### config.mk
export PLATFORM = sky130hd
export DESIGN_NAME = emsz_top
export DESIGN_NICKNAME = d
export VERILOG_FILES = /design/src/hdl/emsz_pkg.sv /design/src/hdl/emsz_top.sv /design/src/hdl/emsz_fmt.sv
export SDC_FILE = /design/constraint.sdc
export NUM_CORES = 1
export LEC_CHECK = 0
export ABC_AREA = 1
export BUFFER_PORTS_ARGS = -buffer_cell sky130_fd_sc_hd__buf_4
export CAP_MARGIN = 20
export CELL_PAD_IN_SITES_DETAIL_PLACEMENT = 1
export CELL_PAD_IN_SITES_GLOBAL_PLACEMENT = 1
export CORE_MARGIN = 2
export CORE_UTILIZATION = 25
export DETAILED_ROUTE_END_ITERATION = 16
export GPL_ROUTABILITY_DRIVEN = 0
export GPL_TIMING_DRIVEN = 0
export HOLD_SLACK_MARGIN = 0.15
export PLACE_DENSITY = 0.57
export SETUP_SLACK_MARGIN = 0.1
export SYNTH_ARGS = -nofsm -noshare
export SYNTH_HDL_FRONTEND = slang
export SYNTH_SLANG_ARGS = --single-unit
### constraint.sdc
create_clock -name pclk -period 8.4 [get_ports pclk]
set_input_delay 0.42 -clock pclk [delete_from_list [all_inputs] [get_ports pclk]]
set_output_delay 0.42 -clock pclk [all_outputs]
set_load 0.01 [all_outputs]
### src/hdl/emsz_pkg.sv
/*
 * emsz_pkg: register map, field positions, reset values, types and helper
 * functions shared by the event-size negotiation block and its formatter.
 * Assumes a 32-bit APB bus and byte addresses on paddr[7:0].
 */
package emsz_pkg;
	localparam logic [7:0]  A_CTRL   = 8'h00;
	localparam logic [7:0]  A_RXSIZE = 8'h04;
	localparam logic [7:0]  A_TXMAX  = 8'h08;
	localparam logic [7:0]  A_RESP   = 8'h0C;
	localparam logic [7:0]  A_SENSOR = 8'h10;
	localparam logic [7:0]  A_STATE  = 8'h14;
	localparam logic [7:0]  A_READ   = 8'h18;
	localparam logic [7:0]  A_BASE   = 8'h1C;
	localparam logic [7:0]  A_STAT   = 8'h20;
	localparam logic [7:0]  A_MASK   = 8'h24;
	localparam logic [7:0]  A_STATUS = 8'h28;

	localparam int F_CTRL_NEG = 0;
	localparam int F_CTRL_EVT = 1;
	localparam int F_CLS_LSB  = 16;
	localparam int F_OFS_LSB  = 24;
	localparam int F_DSZ_LSB  = 16;
	localparam int F_PKN      = 24;
	localparam int I_NEG      = 0;
	localparam int I_SENT     = 1;
	localparam int I_POLL     = 2;
	localparam int I_W        = 3;

	localparam logic [15:0] DEF_SIZE   = 16'h0100;
	localparam logic [15:0] TXMAX_RST  = 16'h0400;
	localparam logic [15:0] BASE_RST   = 16'h0000;
	localparam logic [7:0]  CC_SUCCESS = 8'h00;
	localparam logic [31:0] ZERO32     = 32'h0000_0000;

	typedef enum logic [7:0] {
		SC_OP_STATE,
		SC_SENSOR_STATE,
		SC_NUMERIC
	} emsz_class_type;

	typedef struct packed {
		logic [15:0]    sensor_id;
		emsz_class_type sub;
		logic [2:0]     offset;
		logic [7:0]     state;
		logic [7:0]     prev;
		logic [7:0]     dsize;
		logic [31:0]    reading;
	} emsz_event_type;

	// reading width in bytes: uint8/sint8, uint16/sint16, else 32 bits
	function automatic logic [3:0] rd_bytes(input logic [7:0] dsize);
		if (dsize < 8'h02) begin
			return 4'h1;
		end else if (dsize < 8'h04) begin
			return 4'h2;
		end
		return 4'h4;
	endfunction : rd_bytes

	// event data length in bytes
	function automatic logic [3:0] ev_len(input emsz_event_type e);
		case (e.sub)
			SC_SENSOR_STATE: return 4'h6;
			SC_NUMERIC:      return 4'(4'h6 + rd_bytes(e.dsize));
			default:         return 4'h5;
		endcase
	endfunction : ev_len
endpackage : emsz_pkg

### src/hdl/emsz_top.sv
/*
 * emsz_top: terminus-side event message buffer-size negotiation and
 * sensor-class event data generation, with an APB register slave.
 * Assumes an APB3 master on pclk; ev_ready comes from the message transport.
 */
// Local design decisions: the address map and register access over APB.
// Summary of operation
// - the terminus implements the buffer-size negotiation command
// - negotiated size is the smaller of receiver and terminus maxima
// - oversized event sends a poll notification instead of the message
// - without negotiation the size is 256 bytes
// - sizes count protocol header and payload, no transport header
// - response is 8-bit completion code then 16-bit terminus maximum
// - the size limit covers pushed messages only, not polled ones
// - event data opens with the 16-bit sensor identifier
// - an 8-bit sub-class byte follows the identifier
// - numeric-sensor events carry the triggering reading
// - state-sensor events carry a member byte, 0 to 7
// - the member byte is followed by the new state
// - unknown previous state is reported equal to the new state
`timescale 1ns/10ps
module emsz_top (
	input  wire logic        pclk,
	input  wire logic        presetn,
	input  wire logic        pce,
	input  wire logic        psel,
	input  wire logic        penable,
	input  wire logic        pwrite,
	input  wire logic [7:0]  paddr,
	input  wire logic [31:0] pwdata,
	output logic [31:0]      prdata,
	output logic             pready,
	output logic             pslverr,
	output logic             ev_valid,
	output logic [7:0]       ev_data,
	input  wire logic        ev_ready,
	output logic             poll_evt,
	output logic [15:0]      neg_size,
	output logic             irq
);
	logic [15:0] rx_reg, rx_next, tx_reg, tx_next, base_reg, base_next;
	logic [15:0] size_reg, size_next;
	logic [23:0] resp_reg, resp_next;
	logic [31:0] sens_reg, sens_next, st_reg, st_next, rd_reg, rd_next;
	localparam int I_W_BITS = emsz_pkg::I_W;

	logic [I_W_BITS-1:0] stat_reg, stat_next, mask_reg, mask_next;
	logic        nego_reg, nego_next, poll_reg, poll_next, start_reg, start_next;
	logic [31:0] prdata_reg, prdata_next;

	logic        wr, rd_setup, mapped, neg_fire, ev_fire, too_big;
	logic        fmt_busy, fmt_done;
	logic [15:0] neg_min, msg_len;
	emsz_pkg::emsz_event_type ev_cur;

	////////////////////////////////////////////////////////////////////////
	// apb decode

	function automatic logic is_mapped(input logic [7:0] a);
		return a <= emsz_pkg::A_STATUS && a[1:0] == 2'b00;
	endfunction : is_mapped

	assign mapped   = is_mapped(paddr);
	assign wr       = psel && penable && pwrite && mapped;
	assign rd_setup = psel && !penable && !pwrite;
	assign pready   = penable;
	assign pslverr  = psel && penable && !mapped;

	assign neg_fire = wr && paddr == emsz_pkg::A_CTRL && pwdata[emsz_pkg::F_CTRL_NEG];
	assign ev_fire  = wr && paddr == emsz_pkg::A_CTRL && pwdata[emsz_pkg::F_CTRL_EVT]
		&& !fmt_busy && !start_reg;

	// sizes held here count header and payload only, so they compare directly
	assign neg_min  = (rx_reg < tx_reg) ? rx_reg : tx_reg;

	////////////////////////////////////////////////////////////////////////
	// event record assembly

	always_comb begin
		ev_cur           = '0;
		ev_cur.sensor_id = sens_reg[15:0];
		case (sens_reg[emsz_pkg::F_CLS_LSB +: 2])
			2'd1:    ev_cur.sub = emsz_pkg::SC_SENSOR_STATE;
			2'd2:    ev_cur.sub = emsz_pkg::SC_NUMERIC;
			default: ev_cur.sub = emsz_pkg::SC_OP_STATE;
		endcase
		ev_cur.offset  = sens_reg[emsz_pkg::F_OFS_LSB +: 3];
		ev_cur.state   = st_reg[7:0];
		ev_cur.prev    = st_reg[emsz_pkg::F_PKN] ? st_reg[15:8] : st_reg[7:0];
		ev_cur.dsize   = st_reg[emsz_pkg::F_DSZ_LSB +: 8];
		ev_cur.reading = rd_reg;
	end

	assign msg_len = 16'(base_reg + {12'h000, emsz_pkg::ev_len(ev_cur)});
	assign too_big = msg_len > size_reg;

	////////////////////////////////////////////////////////////////////////
	// register next state

	function automatic logic [31:0] rd_mux(input logic [7:0] a);
		if (a == emsz_pkg::A_RXSIZE) begin
			return {16'h0000, rx_reg};
		end else if (a == emsz_pkg::A_TXMAX) begin
			return {16'h0000, tx_reg};
		end else if (a == emsz_pkg::A_RESP) begin
			return {8'h00, resp_reg};
		end else if (a == emsz_pkg::A_SENSOR) begin
			return sens_reg;
		end else if (a == emsz_pkg::A_STATE) begin
			return st_reg;
		end else if (a == emsz_pkg::A_READ) begin
			return rd_reg;
		end else if (a == emsz_pkg::A_BASE) begin
			return {16'h0000, base_reg};
		end else if (a == emsz_pkg::A_STAT) begin
			return {29'h0000_0000, stat_reg};
		end else if (a == emsz_pkg::A_MASK) begin
			return {29'h0000_0000, mask_reg};
		end else if (a == emsz_pkg::A_STATUS) begin
			return {14'h0000, size_reg, fmt_busy, nego_reg};
		end
		return emsz_pkg::ZERO32;
	endfunction : rd_mux

	always_comb begin
		rx_next     = rx_reg;
		tx_next     = tx_reg;
		base_next   = base_reg;
		size_next   = size_reg;
		resp_next   = resp_reg;
		sens_next   = sens_reg;
		st_next     = st_reg;
		rd_next     = rd_reg;
		mask_next   = mask_reg;
		stat_next   = stat_reg;
		nego_next   = nego_reg;
		poll_next   = 1'b0;
		start_next  = 1'b0;
		prdata_next = prdata_reg;
		if (rd_setup) begin
			prdata_next = rd_mux(paddr);
		end
		if (wr) begin
			if (paddr == emsz_pkg::A_RXSIZE) begin
				rx_next = pwdata[15:0];
			end else if (paddr == emsz_pkg::A_TXMAX) begin
				tx_next = pwdata[15:0];
			end else if (paddr == emsz_pkg::A_SENSOR) begin
				sens_next = pwdata;
			end else if (paddr == emsz_pkg::A_STATE) begin
				st_next = pwdata;
			end else if (paddr == emsz_pkg::A_READ) begin
				rd_next = pwdata;
			end else if (paddr == emsz_pkg::A_BASE) begin
				base_next = pwdata[15:0];
			end else if (paddr == emsz_pkg::A_STAT) begin
				stat_next = stat_reg & ~pwdata[I_W_BITS-1:0];
			end else if (paddr == emsz_pkg::A_MASK) begin
				mask_next = pwdata[I_W_BITS-1:0];
			end
		end
		if (neg_fire) begin
			size_next = neg_min;
			resp_next = {tx_reg, emsz_pkg::CC_SUCCESS};
			nego_next = 1'b1;
			stat_next[emsz_pkg::I_NEG] = 1'b1;
		end
		if (ev_fire) begin
			if (too_big) begin
				// receiver must fetch it by polling
				poll_next = 1'b1;
				stat_next[emsz_pkg::I_POLL] = 1'b1;
			end else begin
				start_next = 1'b1;
			end
		end
		if (fmt_done) begin
			stat_next[emsz_pkg::I_SENT] = 1'b1;
		end
	end

	always_ff @(posedge pclk or negedge presetn) begin
		if (!presetn) begin
			rx_reg     <= emsz_pkg::DEF_SIZE;
			tx_reg     <= emsz_pkg::TXMAX_RST;
			base_reg   <= emsz_pkg::BASE_RST;
			size_reg   <= emsz_pkg::DEF_SIZE;
			resp_reg   <= 24'h00_0000;
			sens_reg   <= emsz_pkg::ZERO32;
			st_reg     <= emsz_pkg::ZERO32;
			rd_reg     <= emsz_pkg::ZERO32;
			stat_reg   <= '0;
			mask_reg   <= '0;
			nego_reg   <= 1'b0;
			poll_reg   <= 1'b0;
			start_reg  <= 1'b0;
			prdata_reg <= emsz_pkg::ZERO32;
		end else if (pce) begin
			rx_reg     <= rx_next;
			tx_reg     <= tx_next;
			base_reg   <= base_next;
			size_reg   <= size_next;
			resp_reg   <= resp_next;
			sens_reg   <= sens_next;
			st_reg     <= st_next;
			rd_reg     <= rd_next;
			stat_reg   <= stat_next;
			mask_reg   <= mask_next;
			nego_reg   <= nego_next;
			poll_reg   <= poll_next;
			start_reg  <= start_next;
			prdata_reg <= prdata_next;
		end
	end

	assign prdata   = prdata_reg;
	assign poll_evt = poll_reg;
	assign neg_size = size_reg;
	assign irq      = |(stat_reg & mask_reg);

	////////////////////////////////////////////////////////////////////////
	// formatter

	emsz_fmt u_fmt (
		.pclk     (pclk),
		.presetn  (presetn),
		.pce      (pce),
		.start    (start_reg),
		.ev       (ev_cur),
		.ev_valid (ev_valid),
		.ev_data  (ev_data),
		.ev_ready (ev_ready),
		.busy     (fmt_busy),
		.done     (fmt_done)
	);
endmodule : emsz_top

### src/hdl/emsz_fmt.sv
/*
 * emsz_fmt: serialises one sensor-class event data record as a byte stream
 * with valid/ready, least significant byte first.
 * Assumes the caller starts it only while busy is low.
 */
`timescale 1ns/10ps
module emsz_fmt (
	input  wire logic                    pclk,
	input  wire logic                    presetn,
	input  wire logic                    pce,
	input  wire logic                    start,
	input  wire emsz_pkg::emsz_event_type ev,
	output logic                         ev_valid,
	output logic [7:0]                   ev_data,
	input  wire logic                    ev_ready,
	output logic                         busy,
	output logic                         done
);
	emsz_pkg::emsz_event_type ev_reg, ev_next;
	logic [3:0] idx_reg, idx_next, len_reg, len_next;
	logic       act_reg, act_next, done_reg, done_next;
	logic [7:0] data_reg, data_next;

	function automatic logic [7:0] byte_at(input emsz_pkg::emsz_event_type e,
			input logic [3:0] i);
		logic [7:0] r;
		r = 8'h00;
		if (i == 4'h0) begin
			r = e.sensor_id[7:0];
		end else if (i == 4'h1) begin
			r = e.sensor_id[15:8];
		end else if (i == 4'h2) begin
			r = e.sub;
		end else begin
			case (e.sub)
				emsz_pkg::SC_SENSOR_STATE: begin
					case (i)
						4'h3:    r = {5'h00, e.offset};
						4'h4:    r = e.state;
						default: r = e.prev;
					endcase
				end
				emsz_pkg::SC_NUMERIC: begin
					case (i)
						4'h3:    r = e.state;
						4'h4:    r = e.prev;
						4'h5:    r = e.dsize;
						4'h6:    r = e.reading[7:0];
						4'h7:    r = e.reading[15:8];
						4'h8:    r = e.reading[23:16];
						default: r = e.reading[31:24];
					endcase
				end
				default: r = (i == 4'h3) ? e.state : e.prev;
			endcase
		end
		return r;
	endfunction : byte_at

	always_comb begin
		ev_next   = ev_reg;
		idx_next  = idx_reg;
		len_next  = len_reg;
		act_next  = act_reg;
		data_next = data_reg;
		done_next = 1'b0;
		if (!act_reg && start) begin
			ev_next   = ev;
			idx_next  = 4'h0;
			len_next  = emsz_pkg::ev_len(ev);
			act_next  = 1'b1;
			data_next = byte_at(ev, 4'h0);
		end else if (act_reg && ev_ready) begin
			if (4'(idx_reg + 4'h1) == len_reg) begin
				act_next  = 1'b0;
				done_next = 1'b1;
			end else begin
				idx_next  = 4'(idx_reg + 4'h1);
				data_next = byte_at(ev_reg, 4'(idx_reg + 4'h1));
			end
		end
	end

	always_ff @(posedge pclk or negedge presetn) begin
		if (!presetn) begin
			ev_reg   <= '0;
			idx_reg  <= 4'h0;
			len_reg  <= 4'h0;
			act_reg  <= 1'b0;
			data_reg <= 8'h00;
			done_reg <= 1'b0;
		end else if (pce) begin
			ev_reg   <= ev_next;
			idx_reg  <= idx_next;
			len_reg  <= len_next;
			act_reg  <= act_next;
			data_reg <= data_next;
			done_reg <= done_next;
		end
	end

	assign ev_valid = act_reg;
	assign ev_data  = data_reg;
	assign busy     = act_reg;
	assign done     = done_reg;
endmodule : emsz_fmt

==> results of run 1 <==
-- final timing paths --
path,end,slack (ps),depth (start not counted)
min reg2reg,u_fmt.ev_reg[39],470,2
max reg2reg,start_reg,3310,25
min in group asynchronous,nego_reg,520,2
min,sens_reg[24],160,3
max,start_reg,3310,25
max in group asynchronous,u_fmt.ev_data[7],6820,3
-- power breakdown --
part           switching, uW  internal, uW
logic                    483           218
registers               57.0          1560
clock network            691          1120
total                   1230          2900
-- per-stage QoR --
| stage | utilization | setup WS (ps) | std cells | power (uW) |
|---|---|---|---|---|
| final | 0.305 | 3310 | 3010 | 4130 |
| after global routing | 0.305 | 2950 | 3009 | 4330 |
| after CTS | 0.305 | 3290 | 3009 | 4170 |
| after detailed placement | 0.282 | 3320 | 2934 | 2350 |
| after global placement | 0.281 | 3490 | 2932 | 2330 |
| after floorplan | - | 4690 | 1979 | 2040 |
-- timing repair --
action / in CTS / in global routing
endpoints found under the hold margin: 95 / 0
resized for setup: 0 / 0
hold buffers: 6 / 0
-- metal layers --
layer  global-route usage  part of all wire  vias up
met1                0.273              0.45     7391
li1                     -                 -     6797
met5                    0                 0        -
met2                0.365              0.49      247
met3               0.0238             0.028       94
met4               0.0698             0.033        0
-- final cells by class --
cell class	instances	area share
diodes	1	0.000131
plain buffers	82	0.0196
clock buffers	58	0.0611
clock inverters	11	0.0103
inverters	243	0.0478
multi-input cells	1342	0.349
flip-flops and latches	312	0.408
well taps	846	0.0553
repair buffers	115	0.0484
-- tightest hold or removal path, cell delays in order --
cell     delay [ps]
buf_4            80
inv_1            50
o21ai_0         140
-- cells by family (layout without fill, tap and decap cells) --
| kind of cell | after synthesis | in the layout | synth area share |
|---|---|---|---|
| adder cells (fa/ha/maj) | 46 | 46 | 0.0370 |
| AO/OA/AOI/OAI | 531 | 531 | 0.183 |
| flip-flops | 312 | 312 | 0.495 |
| AND/OR/NAND/NOR | 751 | 751 | 0.195 |
| other | 0 | 1 | 0 |
| buffers and inverters | 325 | 509 | 0.0818 |
| XOR/XNOR | 14 | 14 | 0.00777 |
-- cell usage in the layout (no fill, tap or decap), drive strengths merged, types with 27 or more instances in the layout --
master,instances
nor2,92
dfrtp,309
clkbuf,113
inv,236
nand2,582
o21ai,359
o211ai,27
buf,136
nand3,45
o22ai,44
ha,45
a21oi,69
==> metrics.csv, run 1 <==
stage,metric,value,unit
layout,nFillCells,7525,
synth,ys_seq_area_frac,0.495,
floorplan,die_h,255,um
power_and_ir_drop,powerDensity,216,nW/um^2
synth,syn_area_per_cell,7.97,um^2
floorplan,chipWidth,255,um
detailed_routing,wl_per_cell,22.3,um
layout,seq_area,7810,um^2
cts,worstSkewPairLatency,570,ps
synth,ys_types,49,
timing,worst_slew_pin_slew,1140,ps
synth,synthCells,1979,
worst_setup_path,startpoint,sens_reg[17],
synth,synth_top_area_share,0.490,
timing,period_needed,5090,ps
placed_design,dp_hpwl,51800,um
power_and_ir_drop,ir_drop,0.000132,V
detailed_routing,viasPerCell,4.83,
detailed_routing,drc,0,
global_route,grt_usage,0.211,
cts,ctsLongestPathBuffers,3,
floorplan,fp-row-count,92,
floorplan,core,62700,um^2
cts,htree_levels,2,
synth,synth_ff_type,dfrtp_1,
global_route,grt_max_degree,118,
timing,rsz0062_at_grt,no,
global_route,grt_pass1_vias,15665,
placed_design,place.port_buffers,107,
global_route,grt_pass1_wl,102000,um
timing,hold_viol,0,
worst_setup_path,crit_arrival,5510,ps
detailed_routing,first_pass_iters,5,
synth,synthArstFlopShare,1.00,
detailed_routing,drt_iter0_drc,949,
worst_setup_path,cp.required,8820,ps
synth,yosysMostFrequentCell,nand2_1,
synth,netlist_top_cells_count,"nand2_1 (580), o21ai_0 (329), dfrtp_1 (309)",
layout,multi_input_area,6670,um^2
synth,ys_seq_elements,312,
layout,area_delta_synth_final,21.3,%
placed_design,dpl_cell_area,17700,um^2
cts,cts_made_buffers,39,
detailed_routing,drt-total-wl,67100,um
worst_setup_path,crit_path_end_kind,flip-flop,
worst_setup_path,reg2reg_from,sens_reg[17],
cts,cts.sinks,312,
cts,clk_pin_slew,60,ps
synth,synth_edf_count,0,
floorplan,die_area,65100,um^2
floorplan,start_util,0.251,
worst_setup_path,crit_slowest_cell,o21ai_0,
worst_hold_path,worst_hold_path_type,in2reg,
floorplan,io_pins,108,
worst_setup_path,max_stage_delay,760,ps
synth,yosysTopAreaCell,dfrtp_1,
synth,synth_area_leaders,"dfrtp_1 (49%), nand2_1 (14%), o21ai_0 (10%)",
worst_setup_path,cp_max_fo,5,
detailed_routing,vias,14529,
power_and_ir_drop,leakagePower,0.00916,uW
layout,fin_nets,2228,
worst_setup_path,crit_family,simple AND/OR/NAND/NOR gates,
timing,fin_tns_setup,0,ps
synth,synth_fp_nets,2072,
timing,relSlewSlack,0.237,
worst_setup_path,critPathBufInv,3,
worst_hold_path,min_from,pwdata[24],
cts,post-cts-setup-buffers,0,
timing,slew_viol_final,0,
worst_setup_path,critPathKind,reg2reg,
timing,setup_viol_count_final,0,
timing,whs,163,ps
status,status,finished clean,
layout,design_area,19100,um^2
cts,tritoncts,yes,
global_route,gr-total-overflow,0,
timing,finClkSkew,30.5,ps
synth,ys_warn_count,0,
timing,fmax,196,MHz
timing,finalCritPeriodShare,0.606,
synth,syn_area,15800,um^2
worst_setup_path,cp_common_cell,nand2_1,
job,cap_violations,0,
cts,root_buffer,clkbuf_16,
global_route,antenna_found_initial,2,
layout,drive_above_1_share,0.107,
worst_setup_path,worst_setup_path_start_kind,flip-flop,
layout,largest_reg_flops,77,
detailed_routing,ant_nets,0,
(Power assumes the default switching activity.)
==> inputs of run 2 (changes only) <==
--- a/config.mk
+++ b/config.mk
@@ -5,7 +5,7 @@
 export SDC_FILE = /design/constraint.sdc
 export NUM_CORES = 1
 export LEC_CHECK = 0
-export ABC_AREA = 1
+export ABC_AREA = 0
 export BUFFER_PORTS_ARGS = -buffer_cell sky130_fd_sc_hd__buf_4
 export CAP_MARGIN = 20
 export CELL_PAD_IN_SITES_DETAIL_PLACEMENT = 1
==> constraint.sdc (replaced) <==
create_clock -name pclk -period 4.35 [get_ports pclk]
set_input_delay 0.2175 -clock pclk [delete_from_list [all_inputs] [get_ports pclk]]
set_output_delay 0.2175 -clock pclk [all_outputs]
set_load 0.01 [all_outputs]
==> metrics.csv, run 2 <==
stage,metric,value,unit
status,status,finished clean,
floorplan,chipWidth,258,um
synth,ys_warn_count,0,
power_and_ir_drop,powerDensity,388,nW/um^2
detailed_routing,drt_iter0_drc,969,
job,cap_violations,0,
cts,htree_levels,2,
worst_hold_path,worst_hold_path_type,in2async,
global_route,grt_max_degree,102,
layout,drive_above_1_share,0.224,
timing,period_needed,4110,ps
layout,largest_reg_flops,77,
synth,syn_area,16100,um^2
detailed_routing,ant_nets,0,
placed_design,dp_cells,2601,
synth,ys_seq_elements,312,
cts,cts_made_buffers,38,
cts,ctsLongestPathBuffers,3,
cts,clk_pin_slew,60,ps
placed_design,pre_cts_slack,-1320,ps
timing,layout_setup_ws,240,ps
layout,nFillCells,7386,
layout,fin_nets,1930,
synth,netlist_top_cells_count,"nand2_1 (376), dfrtp_1 (309), mux2_2 (162)",
synth,synth_top_area_share,0.480,
worst_setup_path,critPathKind,reg2reg,
layout,design_area,20100,um^2
synth,synth_area_leaders,"dfrtp_1 (48%), mux2_2 (11%), nand2_1 (8.8%)",
synth,ys_types,74,
timing,finClkSkew,11.7,ps
timing,finalCritPeriodShare,0.945,
power_and_ir_drop,leakagePower,0.00959,uW
power_and_ir_drop,ir_drop,0.000244,V
synth,syn_area_per_cell,9.84,um^2
floorplan,io_pins,108,
layout,stdcell_count,2721,
global_route,grt_pass1_vias,14612,
timing,slew_viol_final,0,
synth,ys_seq_area_frac,0.485,
timing,rsz0062_at_grt,no,
worst_setup_path,worst_setup_path_start_kind,flip-flop,
floorplan,fp-row-count,93,
timing,setup_viol_count_final,0,
synth,yosysTopAreaCell,dfrtp_1,
cts,tritoncts,yes,
detailed_routing,vias,13883,
worst_setup_path,cp_max_fo,4,
cts,root_buffer,clkbuf_16,
synth,synthArstFlopShare,1.00,
floorplan,die_area,66400,um^2
worst_setup_path,crit_path_end_kind,flip-flop,
synth,synth_ff_type,dfrtp_1,
detailed_routing,drc,0,
floorplan,die_h,258,um
global_route,gr-total-overflow,0,
detailed_routing,first_pass_iters,5,
floorplan,core,64000,um^2
global_route,grt_usage,0.198,
synth,synth_edf_count,0,
placed_design,dpl_cell_area,18100,um^2
synth,synthCells,1636,
worst_setup_path,crit_arrival,4600,ps
timing,hold_viol,0,
synth,yosysMostFrequentCell,nand2_1,
layout,postLayoutCoreUtil,0.314,
detailed_routing,wl_per_cell,24.3,um
floorplan,start_util,0.251,
layout,final_common_cell,nand2_1,
global_route,antenna_found_initial,2,
global_route,grt_pass1_wl,98300,um
layout,area_delta_synth_final,24.7,%
detailed_routing,viasPerCell,5.10,
cts,worstSkewPairLatency,570,ps
cts,cts.sinks,312,
placed_design,place.port_buffers,104,
timing,fin_tns_setup,0,ps
placed_design,dp_hpwl,50300,um
timing,fmax,243,MHz
detailed_routing,drt-total-wl,66100,um
layout,final_cell_mix,"nand2_1 (375), dfrtp_1 (307), mux2_2 (162)",
timing,worst_slew_pin_slew,1150,ps
timing,relSlewSlack,0.229,
worst_setup_path,cp.required,4840,ps
synth,synth_fp_nets,1729,
## run 2: cell count changes after synthesis, moves of 15 or more
cell and delta:
o211ai_1 -17, o21ai_1 -15, nand2_1 -204, mux2i_1 +16, and3_1 +21, a222oi_1 +24, o22ai_1 -37, o21ai_0 -231
mux2_2 +162, nor2_1 -21, o221ai_1 +21, a21oi_1 -18, inv_1 -173
## run 2: power by group
part,switching (uW),total [uW],internal [uW]
Sequential,76.4,3040,2970
Clock,1330,3560,2230
Combinational,772,1190,418
Total,2170,7790,5620
## run 2: critical path, cell delays in order (launching register included)
cell and delay, ps:
dfrtp_1 430, nor2_4 150, nand4_1 200, a21oi_2 250
nor2_4 90, ha_1 270, a21o_1 170, a21oi_2 170
nor2b_1 80, o21ai_2 260, nor2_4 80, and3_1 190
xor2_1 140, ha_1 320, nand4_1 200, a2111o_1 370
a31oi_2 160, o21ai_2 70, buf_6 140, or2_4 240
o21ai_2 60
## run 2: cells by family after synthesis
logic type                 after synthesis  synth area share
buffers and inverters                  146            0.0363
adders and majority gates               46            0.0362
and+or+nand+nor                        593             0.160
xor gates and xnor gates                20            0.0109
AOI/OAI and AO/OA                      340             0.147
DFF                                    312             0.485
muxes                                  179             0.124
## run 2: routing by layer
layer  up-vias  global-route usage  wire, um
li1       6255                   -         -
met1      7228               0.262     29500
met2       303               0.337     31900
met3        97              0.0228      2440
met4         0              0.0628      2160
met5         -                   0         0
## run 2: worst paths after layout
kind | from | to | slack [ps] | depth (start not counted)
max | st_reg[18] | stat_reg[2] | 240 | 20
min | presetn | u_fmt.idx_reg[2] | 280 | 3
max reg2reg | st_reg[18] | stat_reg[2] | 240 | 20
min reg2reg | nego_reg | nego_reg | 480 | 1
max in group asynchronous | presetn | u_fmt.ev_data[1] | 2880 | 3
min in group pclk | paddr[3] | prdata[6] | 280 | 4
## run 2: final cells by class
| cell class | count | area [um^2] | area share |
|---|---|---|---|
| buffer | 90 | 374 | 0.0186 |
| clock inverter | 11 | 209 | 0.0104 |
| inverter | 56 | 210 | 0.0105 |
| clock buffer | 56 | 1180 | 0.0589 |
| tap | 855 | 1070 | 0.0533 |
| multi-input combinational | 1178 | 7840 | 0.391 |
| antenna | 2 | 5.00 | 0.000249 |
| sequential | 312 | 7810 | 0.389 |
| timing repair buffer | 161 | 1360 | 0.0679 |
## run 2: what timing repair did
| item | in CTS | in global routing |
|---|---|---|
| hold buffers | 35 | 0 |
| pin swaps | 9 | 14 |
| endpoints found under the setup margin | 3 | 3 |
| endpoints found under the hold margin | 361 | 0 |
| buffers inserted | 10 | 5 |
| resized for setup | 25 | 17 |
## run 2: per-stage QoR
stage               power [uW]  hold WS, ps
CTS                       7850          261
detailed placement        4250         74.2
floorplan                 3730        -78.1
global route              8070          317
finish                    7790          275
global placement          4220          460
==> inputs of run 3 (changes only) <==
==> constraint.sdc (replaced) <==
create_clock -name pclk -period 4.35 [get_ports pclk]
set_input_delay 0.87 -clock pclk [delete_from_list [all_inputs] [get_ports pclk]]
set_output_delay 0.87 -clock pclk [all_outputs]
set_load 0.01 [all_outputs]
==> metrics.csv, run 3 (synthesis results as in run 2) <==
stage,metric,value,unit
status,status,finished clean,
timing,layout_setup_ws,253,ps
global_route,grt_usage,0.197,
global_route,use_met1,0.260,
timing,whs,479,ps
power_and_ir_drop,p_sw,2160,uW
cts,root_buffer,clkbuf_16,
worst_setup_path,ff2ff_path_depth,20,
timing,period_needed,4100,ps
global_route,met2_usage,0.335,
worst_setup_path,worst_setup_path_start_kind,flip-flop,
layout,final_cell_mix,"nand2_1 (375), dfrtp_1 (307), mux2_2 (162)",
layout,final_common_cell,nand2_1,
cts,tritoncts,yes,
cts,ctsLongestPathBuffers,3,
power_and_ir_drop,p_int,5600,uW
power_and_ir_drop,p_clk_frac,0.458,
worst_setup_path,critPathKind,reg2reg,
detailed_routing,viasPerCell,5.13,
global_route,grt_max_degree,102,
power_and_ir_drop,leakagePower,0.00945,uW
cts,cts_made_buffers,38,
detailed_routing,drc,0,
job,cap_violations,0,
power_and_ir_drop,pwr-share-comb,0.150,
power_and_ir_drop,p_seq_frac,0.392,
detailed_routing,ant_nets,0,
timing,setup_viol_count_final,0,
global_route,grt_pass1_vias,14461,
floorplan,start_util,0.251,
detailed_routing,wl_per_cell,24.5,um
power_and_ir_drop,ir_drop,0.000245,V
worst_setup_path,r2r_end,stat_reg[2],
worst_setup_path,crit_arrival,4580,ps
cts,clk_pin_slew,60,ps
timing,rsz0062_at_grt,no,
worst_setup_path,crit_path_end_kind,flip-flop,
detailed_routing,first_pass_iters,6,
placed_design,pre_cts_slack,-1320,ps
layout,largest_reg_flops,77,
global_route,antenna_found_initial,3,
timing,worst_slew_pin_slew,1150,ps
worst_hold_path,min_from,u_fmt.ev_reg[82],
worst_setup_path,cp.required,4830,ps
cts,worstSkewPairLatency,560,ps
layout,area_delta_synth_final,22.6,%
timing,finClkSkew,11.5,ps
power_and_ir_drop,power.total,7760,uW
worst_setup_path,cp_max_fo,4,
detailed_routing,drt_iter0_drc,976,
placed_design,dp_hpwl,50300,um
worst_setup_path,ff2ff_setup_slack,250,ps
layout,postLayoutCoreUtil,0.308,
floorplan,die_area,66400,um^2
power_and_ir_drop,p_sw_frac,0.279,
worst_setup_path,reg2reg_from,st_reg[18],
cts,htree_levels,2,
floorplan,core,64000,um^2
detailed_routing,vias,13782,
timing,hold_viol,0,
cts,cts.sinks,312,
floorplan,fp-row-count,93,
worst_hold_path,worst_hold_path_type,reg2reg,
placed_design,place.port_buffers,104,
global_route,use_met3,0.0236,
floorplan,chipWidth,258,um
worst_hold_path,whs_path_depth,2,
layout,fin_nets,1896,
global_route,busiest_layer,met2,
timing,slew_viol_final,0,
timing,fmax,244,MHz
power_and_ir_drop,powerDensity,393,nW/um^2
layout,drive_above_1_share,0.228,
floorplan,io_pins,108,
timing,finalCritPeriodShare,0.942,
floorplan,die_h,258,um
global_route,gr-total-overflow,0,
worst_hold_path,min_delay_worst_endpoint,u_fmt.ev_reg[82],
global_route,grt_pass1_wl,97800,um
detailed_routing,drt-total-wl,65700,um
timing,relSlewSlack,0.231,
run 3: per-stage QoR:
step	cells	area, um^2	TNS (ps)
2_1_floorplan	1636	16100	0
5_1_grt	2687	19700	0
3_3_place_gp	2595	17900	-193010
6_report	2687	19700	0
3_5_place_dp	2601	18100	-3790
4_1_cts	2679	19600	0
run 3: repair_timing:
| item | CTS | global route |
|---|---|---|
| gates resized for setup | 25 | 17 |
| buffers inserted | 10 | 5 |
| hold endpoints to repair | 18 | 0 |
| cloned | 0 | 0 |
| pin swaps | 9 | 14 |
| hold buffers | 1 | 0 |
| endpoints found under the setup margin | 3 | 3 |
run 3: worst max-delay path by stage:
stage                  from           to  slack, ps  cells after the start
2_1_floorplan  sens_reg[16]  stat_reg[2]        650                     18
3_3_place_gp   sens_reg[16]     poll_evt      -1420                     16
3_5_place_dp   sens_reg[16]     poll_evt      -1320                     18
4_1_cts        sens_reg[16]  stat_reg[2]        100                     20
5_1_grt          st_reg[18]     poll_evt        100                     20
6_report         st_reg[18]  stat_reg[2]        250                     20
run 3: power groups by stage:
stage               Combinational, uW  Sequential [uW]  Clock (uW)
floorplan                         648             3080           0
finish                           1160             3040        3560
global placement                 1120             3100           0
CTS                              1160             3040        3620
global route                     1250             3050        3730
detailed placement               1150             3090           0
run 3: cell type report:
type | count | area (um^2)
multi-input combinational | 1178 | 7840
clock inverter | 11 | 209
antenna | 2 | 5.00
clock buffer | 56 | 1180
inverter | 56 | 210
buffer | 90 | 374
tap | 855 | 1070
fill | 7391 | 44300
timing repair buffer | 127 | 1020
sequential | 312 | 7810
run 3: per-layer routing:
metal,routed length (um),vias up
met5,16,-
met4,2080,2
met3,2550,100
met2,32000,314
met1,29100,7183
li1,-,6183
run 3: worst max-delay path, cell delays in order (launching register included):
cell and delay [ps]:
dfrtp_1 430, nor2_4 150, nand4_1 200, a21oi_2 250
nor2_4 90, ha_1 270, a21o_1 170, a21oi_2 170
nor2b_1 80, o21ai_2 260, nor2_4 80, and3_1 200
xor2_1 140, ha_1 320, nand4_1 180, a2111o_1 360
a31oi_2 160, o21ai_2 70, buf_6 140, or2_4 240
o21ai_2 60
